## config.mk

```make
export PLATFORM = sky130hd
export DESIGN_NAME = spsmc_top
export DESIGN_NICKNAME = d
export VERILOG_FILES = /design/src/inc/spsmc_pkg.sv /design/src/inc/spsmc_pins_if.sv /design/src/design/spsmc_top.sv /design/src/design/spsmc_sampler.sv
export VERILOG_INCLUDE_DIRS = /design/src /design/src/inc
export SDC_FILE = /design/constraint.sdc
export NUM_CORES = 1
export LEC_CHECK = 0
export BUFFER_PORTS_ARGS = -buffer_cell sky130_fd_sc_hd__buf_2
export CELL_PAD_IN_SITES_DETAIL_PLACEMENT = 1
export CELL_PAD_IN_SITES_GLOBAL_PLACEMENT = 1
export CORE_MARGIN = 2
export CORE_UTILIZATION = 51
export CTS_BUF_LIST = sky130_fd_sc_hd__clkbuf_2 sky130_fd_sc_hd__clkbuf_4 sky130_fd_sc_hd__clkbuf_8
export CTS_CLUSTER_DIAMETER = 150
export CTS_CLUSTER_SIZE = 14
export DETAILED_ROUTE_END_ITERATION = 7
export PLACE_DENSITY = 0.94
export SLEW_MARGIN = 10
export SYNTH_ARGS = -nofsm -noshare
export SYNTH_HDL_FRONTEND = slang
export SYNTH_SLANG_ARGS = --single-unit
```

## constraint.sdc

```tcl
create_clock -name mclk -period 5.3 [get_ports mclk]
set_input_delay 0.795 -clock mclk [delete_from_list [all_inputs] [get_ports mclk]]
set_output_delay 0.795 -clock mclk [all_outputs]
set_load 0.005 [all_outputs]
```

## src/inc/spsmc_defs.svh

```systemverilog
/*
 * Constants of the serial program-mode controller: pin slots, frame layout,
 * command codes and the config byte that holds the low-voltage enable.
 * Assumes nothing; definitions only.
 */
`ifndef SPSMC_DEFS_SVH
`define SPSMC_DEFS_SVH

// ----------------------------------------------------------------------------
// Sampled pin slots
// ----------------------------------------------------------------------------
`define SPSMC_NPIN 4
`define SPSMC_PIN_CLK 0
`define SPSMC_PIN_DAT 1
`define SPSMC_PIN_HV 2
`define SPSMC_PIN_LVE 3

// ----------------------------------------------------------------------------
// Frame layout: 4-bit command then 16-bit operand, LSB first
// ----------------------------------------------------------------------------
`define SPSMC_CMD_W 4
`define SPSMC_OPD_W 16
`define SPSMC_CNT_W 5
`define SPSMC_CNT_CMD_LAST 5'h03
`define SPSMC_CNT_OPD_FIRST 5'h04
`define SPSMC_CNT_FRAME_LAST 5'h13
`define SPSMC_CNT_ZERO 5'h00
`define SPSMC_CNT_ONE 5'h01

// ----------------------------------------------------------------------------
// Commands
// ----------------------------------------------------------------------------
`define SPSMC_CMD_WR_CFG 4'h1
`define SPSMC_CMD_RD_CFG 4'h2

// ----------------------------------------------------------------------------
// Config byte four low
// ----------------------------------------------------------------------------
`define SPSMC_CFG_W 8
`define SPSMC_CFG_FACTORY 8'h85
`define SPSMC_CFG_IMPL_MASK 8'hC5
`define SPSMC_LVP_BIT 2

`endif

```

## src/inc/spsmc_pkg.sv

```systemverilog
/*
 * Types of the serial program-mode controller.
 * Assumes spsmc_defs.svh on the include path.
 */
`include "spsmc_defs.svh"

package spsmc_pkg;

    // ------------------------------------------------------------------------
    // Programming session states
    // ------------------------------------------------------------------------
    typedef enum logic [1:0] {
        SPSMC_RUN = 2'b00,
        SPSMC_HV = 2'b01,
        SPSMC_LV = 2'b10
    } spsmc_mode_e;

    // ------------------------------------------------------------------------
    // Core state
    // ------------------------------------------------------------------------
    typedef struct packed {
        spsmc_mode_e mode;
        logic [`SPSMC_CNT_W-1:0] cnt;
        logic [`SPSMC_CMD_W-1:0] cmd;
        logic [`SPSMC_OPD_W-1:0] opd;
        logic [`SPSMC_OPD_W-1:0] rd_sh;
        logic [`SPSMC_CFG_W-1:0] cfg;
        logic dout;
        logic doe;
    } spsmc_core_s;

    // ------------------------------------------------------------------------
    // Pin sampler state
    // ------------------------------------------------------------------------
    typedef struct packed {
        logic [`SPSMC_NPIN-1:0] s1;
        logic [`SPSMC_NPIN-1:0] s2;
        logic [`SPSMC_NPIN-1:0] prev;
    } spsmc_samp_s;

endpackage

```

## src/inc/spsmc_pins_if.sv

```systemverilog
/*
 * Carrier between the pin sampler and the controller core.
 * Assumes both ends run on the same clock.
 */
`timescale 1ns/10ps
`default_nettype none
`include "spsmc_defs.svh"

interface spsmc_pins_if;
    logic [`SPSMC_NPIN-1:0] lvl;
    logic [`SPSMC_NPIN-1:0] rise;
    logic [`SPSMC_NPIN-1:0] fall;

    modport sampler (output lvl, output rise, output fall);
    modport core (input lvl, input rise, input fall);
endinterface

`default_nettype wire

```

## src/design/spsmc_top.sv

```systemverilog
/*
 * Serial program-mode controller: picks high- or low-voltage session entry,
 * holds config byte four low with its low-voltage enable, gives the shared
 * port pin back to general I/O, and runs the command/operand shift frame.
 * Assumes the programmer owns the serial clock and meets its own timing.
 */
// Notes on behaviour
// [RQ1] Low-voltage enable bit comes up set
// [RQ2] Enable clear makes shared pin plain I/O
// [RQ3] Enable bit writable only in high-voltage session
// [RQ4] Enable clear refuses low-voltage session entry
// [RQ5] High programming level always enters high-voltage session
// [RQ6] Shared pin is no I/O during low-voltage session
// [RQ7] Programmer sums code, masked config, protected IDs; the bench sums code words and masked config only, with no IDs
// [RQ8] Programmer reports low 16 bits of sum
// [RQ9] Programmer adds code memory word by word
// [RQ10] Programmer masks each config byte before adding
// [RQ11] Unimplemented config bits read back as ones
// [RQ12] Image places config and EEPROM at fixed bases
// [RQ13] Programmer holds clock high one millisecond
// [RQ14] Programmer holds clock low after programming
// [RQ15] Programmer waits five milliseconds for self-timed ops; the bench waits WR_WAIT, 8 mclk cycles (320 ns)
// [RQ16] Programmer spaces command and operand forty nanoseconds
// [RQ17] Programmer delays read clock after command
// [RQ18] Programmer clears sixteen-bit accumulator before summing
`timescale 1ns/10ps
`default_nettype none
`include "spsmc_defs.svh"

module spsmc_top
    import spsmc_pkg::*;
(
    // Clock and reset
    input wire logic mclk,
    input wire logic rst_b,
    // Programming voltage pin comparator, high at the high programming level
    input wire logic programming_voltage_pin_hv,
    // Serial link
    input wire logic program_serial_clock,
    input wire logic program_serial_data_i,
    output logic program_serial_data_o,
    output logic program_serial_data_oe,
    // Shared port pin, also the low-voltage entry pin
    input wire logic shared_port_pin_i,
    output logic shared_port_pin_o,
    output logic shared_port_pin_oe,
    // General I/O side of the shared pin
    input wire logic port_out,
    input wire logic port_oe,
    output logic port_in,
    // Status
    output logic prog_mode_hv,
    output logic prog_mode_lv,
    output logic low_voltage_program_enable,
    output logic [`SPSMC_CFG_W-1:0] config_byte_four_low
);

    // ------------------------------------------------------------------------
    // Pin sampling
    // ------------------------------------------------------------------------
    spsmc_pins_if sp ();

    logic [`SPSMC_NPIN-1:0] raw_pins;

    always_comb begin
        raw_pins = '0;
        raw_pins[`SPSMC_PIN_CLK] = program_serial_clock;
        raw_pins[`SPSMC_PIN_DAT] = program_serial_data_i;
        raw_pins[`SPSMC_PIN_HV] = programming_voltage_pin_hv;
        raw_pins[`SPSMC_PIN_LVE] = shared_port_pin_i;
    end

    spsmc_sampler #(
        .N(`SPSMC_NPIN)
    ) u_sampler (
        .mclk(mclk),
        .rst_b(rst_b),
        .pins(raw_pins),
        .sp(sp)
    );

    logic hv_lvl;
    logic lve_lvl;
    logic dat_lvl;
    logic clk_rise;
    logic clk_fall;

    assign hv_lvl = sp.lvl[`SPSMC_PIN_HV];
    assign lve_lvl = sp.lvl[`SPSMC_PIN_LVE];
    assign dat_lvl = sp.lvl[`SPSMC_PIN_DAT];
    assign clk_rise = sp.rise[`SPSMC_PIN_CLK];
    assign clk_fall = sp.fall[`SPSMC_PIN_CLK];

    // ------------------------------------------------------------------------
    // Core state
    // ------------------------------------------------------------------------
    spsmc_core_s st_r;
    spsmc_core_s st_nxt;

    logic lvp_bit;
    logic in_session;
    logic [`SPSMC_CMD_W-1:0] cmd_full;
    logic [`SPSMC_OPD_W-1:0] opd_full;
    logic [`SPSMC_CFG_W-1:0] cfg_read;

    assign lvp_bit = st_r.cfg[`SPSMC_LVP_BIT];
    assign in_session = (st_r.mode != SPSMC_RUN);
    assign cmd_full = {dat_lvl, st_r.cmd[`SPSMC_CMD_W-1:1]};
    assign opd_full = {dat_lvl, st_r.opd[`SPSMC_OPD_W-1:1]};
    assign cfg_read = st_r.cfg | ~`SPSMC_CFG_IMPL_MASK; // RQ11

    always_comb begin
        st_nxt = st_r;

        // Session selection
        unique case (st_r.mode)
            SPSMC_RUN: begin
                if (hv_lvl) begin
                    st_nxt.mode = SPSMC_HV; // RQ5
                end else if (lve_lvl && lvp_bit) begin
                    st_nxt.mode = SPSMC_LV; // RQ4
                end
            end
            SPSMC_HV: begin
                if (!hv_lvl) begin
                    st_nxt.mode = SPSMC_RUN;
                end
            end
            SPSMC_LV: begin
                if (hv_lvl) begin
                    st_nxt.mode = SPSMC_HV; // RQ5
                end else if (!lve_lvl) begin
                    st_nxt.mode = SPSMC_RUN;
                end
            end
            default: begin
                st_nxt.mode = SPSMC_RUN;
            end
        endcase

        if (st_nxt.mode != st_r.mode || !in_session) begin
            // Any session change starts a fresh frame
            st_nxt.cnt = `SPSMC_CNT_ZERO;
            st_nxt.cmd = '0;
            st_nxt.opd = '0;
            st_nxt.rd_sh = '0;
            st_nxt.dout = 1'b0;
            st_nxt.doe = 1'b0;
        end else begin
            // Read data leaves on the rising clock edge
            if (clk_rise && st_r.doe) begin
                st_nxt.dout = st_r.rd_sh[0];
            end
            // Input bits are taken on the falling clock edge
            if (clk_fall) begin
                st_nxt.rd_sh = {1'b0, st_r.rd_sh[`SPSMC_OPD_W-1:1]};
                if (st_r.cnt <= `SPSMC_CNT_CMD_LAST) begin
                    st_nxt.cmd = cmd_full;
                end else begin
                    st_nxt.opd = opd_full;
                end
                if (st_r.cnt == `SPSMC_CNT_CMD_LAST) begin
                    if (cmd_full == `SPSMC_CMD_RD_CFG) begin
                        st_nxt.rd_sh = {{(`SPSMC_OPD_W-`SPSMC_CFG_W){1'b0}}, cfg_read};
                        st_nxt.doe = 1'b1;
                    end
                end
                if (st_r.cnt == `SPSMC_CNT_FRAME_LAST) begin
                    st_nxt.cnt = `SPSMC_CNT_ZERO;
                    st_nxt.doe = 1'b0;
                    st_nxt.dout = 1'b0;
                    if (st_r.cmd == `SPSMC_CMD_WR_CFG && st_r.mode == SPSMC_HV) begin
                        st_nxt.cfg = opd_full[`SPSMC_CFG_W-1:0]; // RQ3
                    end
                end else begin
                    st_nxt.cnt = st_r.cnt + `SPSMC_CNT_ONE;
                end
            end
        end
    end

    always_ff @(posedge mclk) begin
        if (!rst_b) begin
            st_r.mode <= SPSMC_RUN;
            st_r.cnt <= `SPSMC_CNT_ZERO;
            st_r.cmd <= '0;
            st_r.opd <= '0;
            st_r.rd_sh <= '0;
            st_r.cfg <= `SPSMC_CFG_FACTORY; // RQ1
            st_r.dout <= 1'b0;
            st_r.doe <= 1'b0;
        end else begin
            st_r <= st_nxt;
        end
    end

    // ------------------------------------------------------------------------
    // Pin ownership
    // ------------------------------------------------------------------------
    always_comb begin
        if (!lvp_bit) begin
            shared_port_pin_o = port_out; // RQ2
            shared_port_pin_oe = port_oe;
            port_in = lve_lvl;
        end else begin
            shared_port_pin_o = 1'b0; // RQ6
            shared_port_pin_oe = 1'b0;
            port_in = 1'b0;
        end
    end

    // ------------------------------------------------------------------------
    // Outputs
    // ------------------------------------------------------------------------
    assign program_serial_data_o = st_r.dout;
    assign program_serial_data_oe = st_r.doe;
    assign prog_mode_hv = (st_r.mode == SPSMC_HV);
    assign prog_mode_lv = (st_r.mode == SPSMC_LV);
    assign low_voltage_program_enable = lvp_bit;
    assign config_byte_four_low = st_r.cfg;

endmodule

`default_nettype wire

```

## src/design/spsmc_sampler.sv

```systemverilog
/*
 * Two-stage synchroniser and edge finder for the asynchronous link pins.
 * Assumes pins settle for at least two mclk periods between changes.
 */
`timescale 1ns/10ps
`default_nettype none
`include "spsmc_defs.svh"

module spsmc_sampler
    import spsmc_pkg::*;
#(
    parameter int N = `SPSMC_NPIN
) (
    // Clock and reset
    input wire logic mclk,
    input wire logic rst_b,
    // Raw pins
    input wire logic [N-1:0] pins,
    // Sampled levels and edges
    spsmc_pins_if.sampler sp
);

    spsmc_samp_s st_r;
    spsmc_samp_s st_nxt;

    always_comb begin
        st_nxt = st_r;
        st_nxt.s1 = pins;
        st_nxt.s2 = st_r.s1;
        st_nxt.prev = st_r.s2;
    end

    always_ff @(posedge mclk) begin
        if (!rst_b) begin
            st_r <= '0;
        end else begin
            st_r <= st_nxt;
        end
    end

    // Edges look at the second stage and its delayed copy only
    assign sp.lvl = st_r.s2;
    assign sp.rise = st_r.s2 & ~st_r.prev;
    assign sp.fall = ~st_r.s2 & st_r.prev;

endmodule

`default_nettype wire

```

==> impl_results.md <==
* Largest net degree at the start of global routing at 44
* Core Util, Final at 56.2%
* CTS tree: built
* Unrepaired setup endpoints after global routing: false
* HP Start: u_sampler.st_nxt[6]
* Asr flop ratio synth at 0%
* Vias at roughly 1700
* Main flop type after synthesis: dfxtp_1
* DR pass1 iterations at 4
* Clk_lat worst skew at 0.30 ns
* EDFF count, synth at 0
* WL final at 4.82 mm
* Syn-to-layout area delta at 6.59%
* # hold bufs at CTS at 0
* Startpoint types: flop
* Leakage at roughly 1 nW
* Non-filler cells in the finished layout at 288
* Post-CTS repair timing setup buffer count at 0
* Die H at 70.8 um
* Max Clk Rate at 479 MHz
* Slew Limit Fails at 0
* Ys Warns at 0
* Synth Register Bits at between 50 and 60
* Total congestion overflow at 0
* Final Critical Period at roughly 2.1 ns
* Clk slew on worst S/H paths at 0.09 ns
* Cells after Synth at 229
* Global-route wire length before repair at 8.29 mm
* Max Buffers Root-to-Sink at 2
* Number of antenna cells inserted at 0
* H-tree depth at 2
* Placed Cells at 281
* Synth top cells by count: dfxtp_1 (53), mux2i_1 (28), nor2_1 (16)
* Final instance area at between 0.002 and 0.0025 sq mm
* Crit path DAT at 2.32 ns
* Port bufs at 23
* Number of global-route vias before repair at 1795
* Worst-path maximum fanout at 10
* Setup crit start: st_r[46]
* Final GP Congestion at about 0.81
* Clk sinks at 53
* DP Area at 0.00234 sq mm
* Initial antenna violation count at 0
* CP Capture Type: flop
* Post-synthesis sequential area ratio at about 47%
* Distinct cells, synth at 38
* Top cell type's share of synthesized area at 46.6%
* Final Hold Fails at 0
* Post-Syn Area per Cell at 9.95 sq um
* Worst Hold Class: flop to flop
* Post-CTS sizing at 0
* Critical R2R Launch: st_r[46]
* CP Class: flop to flop
* Initial drt markers at 92
* DRC violations left at 0
* Layout net count at 245
* Final Skew at 0.00687 ns
* Core area at between 0.004 and 0.005 sq mm
* Synthesized area at 0.00228 sq mm
* Wirelength per Cell at 16.7 um
* Max VDD drop at around 190 uV
* Setup TNS at 0 ns
* Layout cells sized above 1 at 15.7%
* Setup violations, final at 0
* Row cnt at 24
* CTS Buf Count at 5
* Worst EP required at between 5 and 6 ns
* Status: complete, no violations
* Area leader, netlist: dfxtp_1
* Die Span X at about 71 um
* Synthesized Nets at 238
* FILL cells at approximately 500
* Max Cap Viol at 0
* DRT antenna net count at 0
* Fin crit share at 39.4%
* Hpwl dp at 3.21 mm
* Final setup margin at roughly 3.2 ns
* Slew Limit Headroom at 44.7%
* Die area at 0.00502 sq mm
* Pwr dens at approximately 270 mW/mm^2
* Top post-synthesis cells by area: dfxtp_1 (47%), mux2i_1 (12%), o211ai_1 (4.9%), nor2b_1 (3.6%), buf_4 (3.0%)
* Global Route Usage Sum at between 20% and 30%
* # IOs at 24
* Count leader, synth: dfxtp_1
* Root buffer cell: clkbuf_8
* Initial Util at 52.7%
* Vias per cell at 5.83
* DP Worst Slack at 3.07 ns
* Worst Tran Pin Value at around 0.83 ns
flip-flops by register name (all words and copies together) (netlist names):
signal                  cells
config_byte_four_low        8
u_sampler.sp.lvl            4
cmd_full                    3
program_serial_data_oe      1
st_r                       16
u_sampler.st_r              1
u_sampler.st_nxt            4
program_serial_data_o       1
opd_full                   15
kinds of logic after synthesis:
family                   share of synthesized area [%]
adder cells (fa/ha/maj)                          0.549
AND/OR/NAND/NOR                                   20.5
multiplexers                                      12.3
AO/OA/AOI/OAI                                     13.1
XOR/XNOR                                         0.769
buffers and inverters                             6.21
flip-flops                                        46.6
final cells by class:
class | instances | area (sq um) | share of cell area [%]
clock buffer | 7 | 90.1 | 3.71
timing repair buffer | 25 | 130 | 5.36
sequential | 53 | 1060 | 43.7
multi-input combinational | 151 | 1080 | 44.6
tap | 52 | 65.1 | 2.68
layer usage:
layer,GRT usage [%],up-vias,share of wire (%)
met5,0,-,0
met4,9.01,0,1.4
met3,4.27,8,3.2
met2,35.9,38,50
met1,24.4,814,46
li1,-,819,-
stage by stage:
stage	hold slack, ns	power (mW)
after floorplan	0.412	0.425
after global placement	0.414	0.430
after detailed placement	0.433	0.431
after CTS	0.457	0.659
after global routing	0.465	0.678
final	0.449	0.654
worst max-delay path, stage by stage, from the launching register on:
cell and delay [ns]:
dfxtp_1 0.41, ha_1 0.37, nand4bb_1 0.26, nor4_4 0.70, mux2i_1 0.27
cell usage in the layout, fill, tap and decap left out, types with 2 or more instances in the layout:
cell | synthesis | routed
a2111oi_0 | 3 | 3
a211oi_1 | 5 | 5
a21oi_1 | 3 | 3
a311oi_1 | 3 | 3
and2_1 | 9 | 9
and3b_1 | 2 | 2
buf_2 | 2 | 23
buf_4 | 9 | 2
clkbuf_8 | 0 | 6
dfxtp_1 | 53 | 53
mux2i_1 | 28 | 28
nand2_1 | 14 | 14
nand3_1 | 4 | 4
nand3b_1 | 5 | 5
nor2_1 | 16 | 16
nor2b_1 | 13 | 13
nor3_1 | 4 | 4
o211ai_1 | 15 | 15
o21ai_0 | 4 | 4
o21bai_1 | 5 | 5
or3_1 | 2 | 2
final timing paths:
check | to | slack, ns | depth (start not counted)
setup / recovery | config_byte_four_low[0] | 3.21 | 4
hold / removal | u_sampler.sp.lvl[2] | 0.45 | 1
setup reg to reg | config_byte_four_low[0] | 3.21 | 4
hold reg to reg | u_sampler.sp.lvl[2] | 0.45 | 1
where the power goes:
group	switching [mW]	internal, mW
clock network	0.124	0.109
registers	0.00259	0.401
logic	0.0100	0.00732
(Power assumes the default switching activity.)
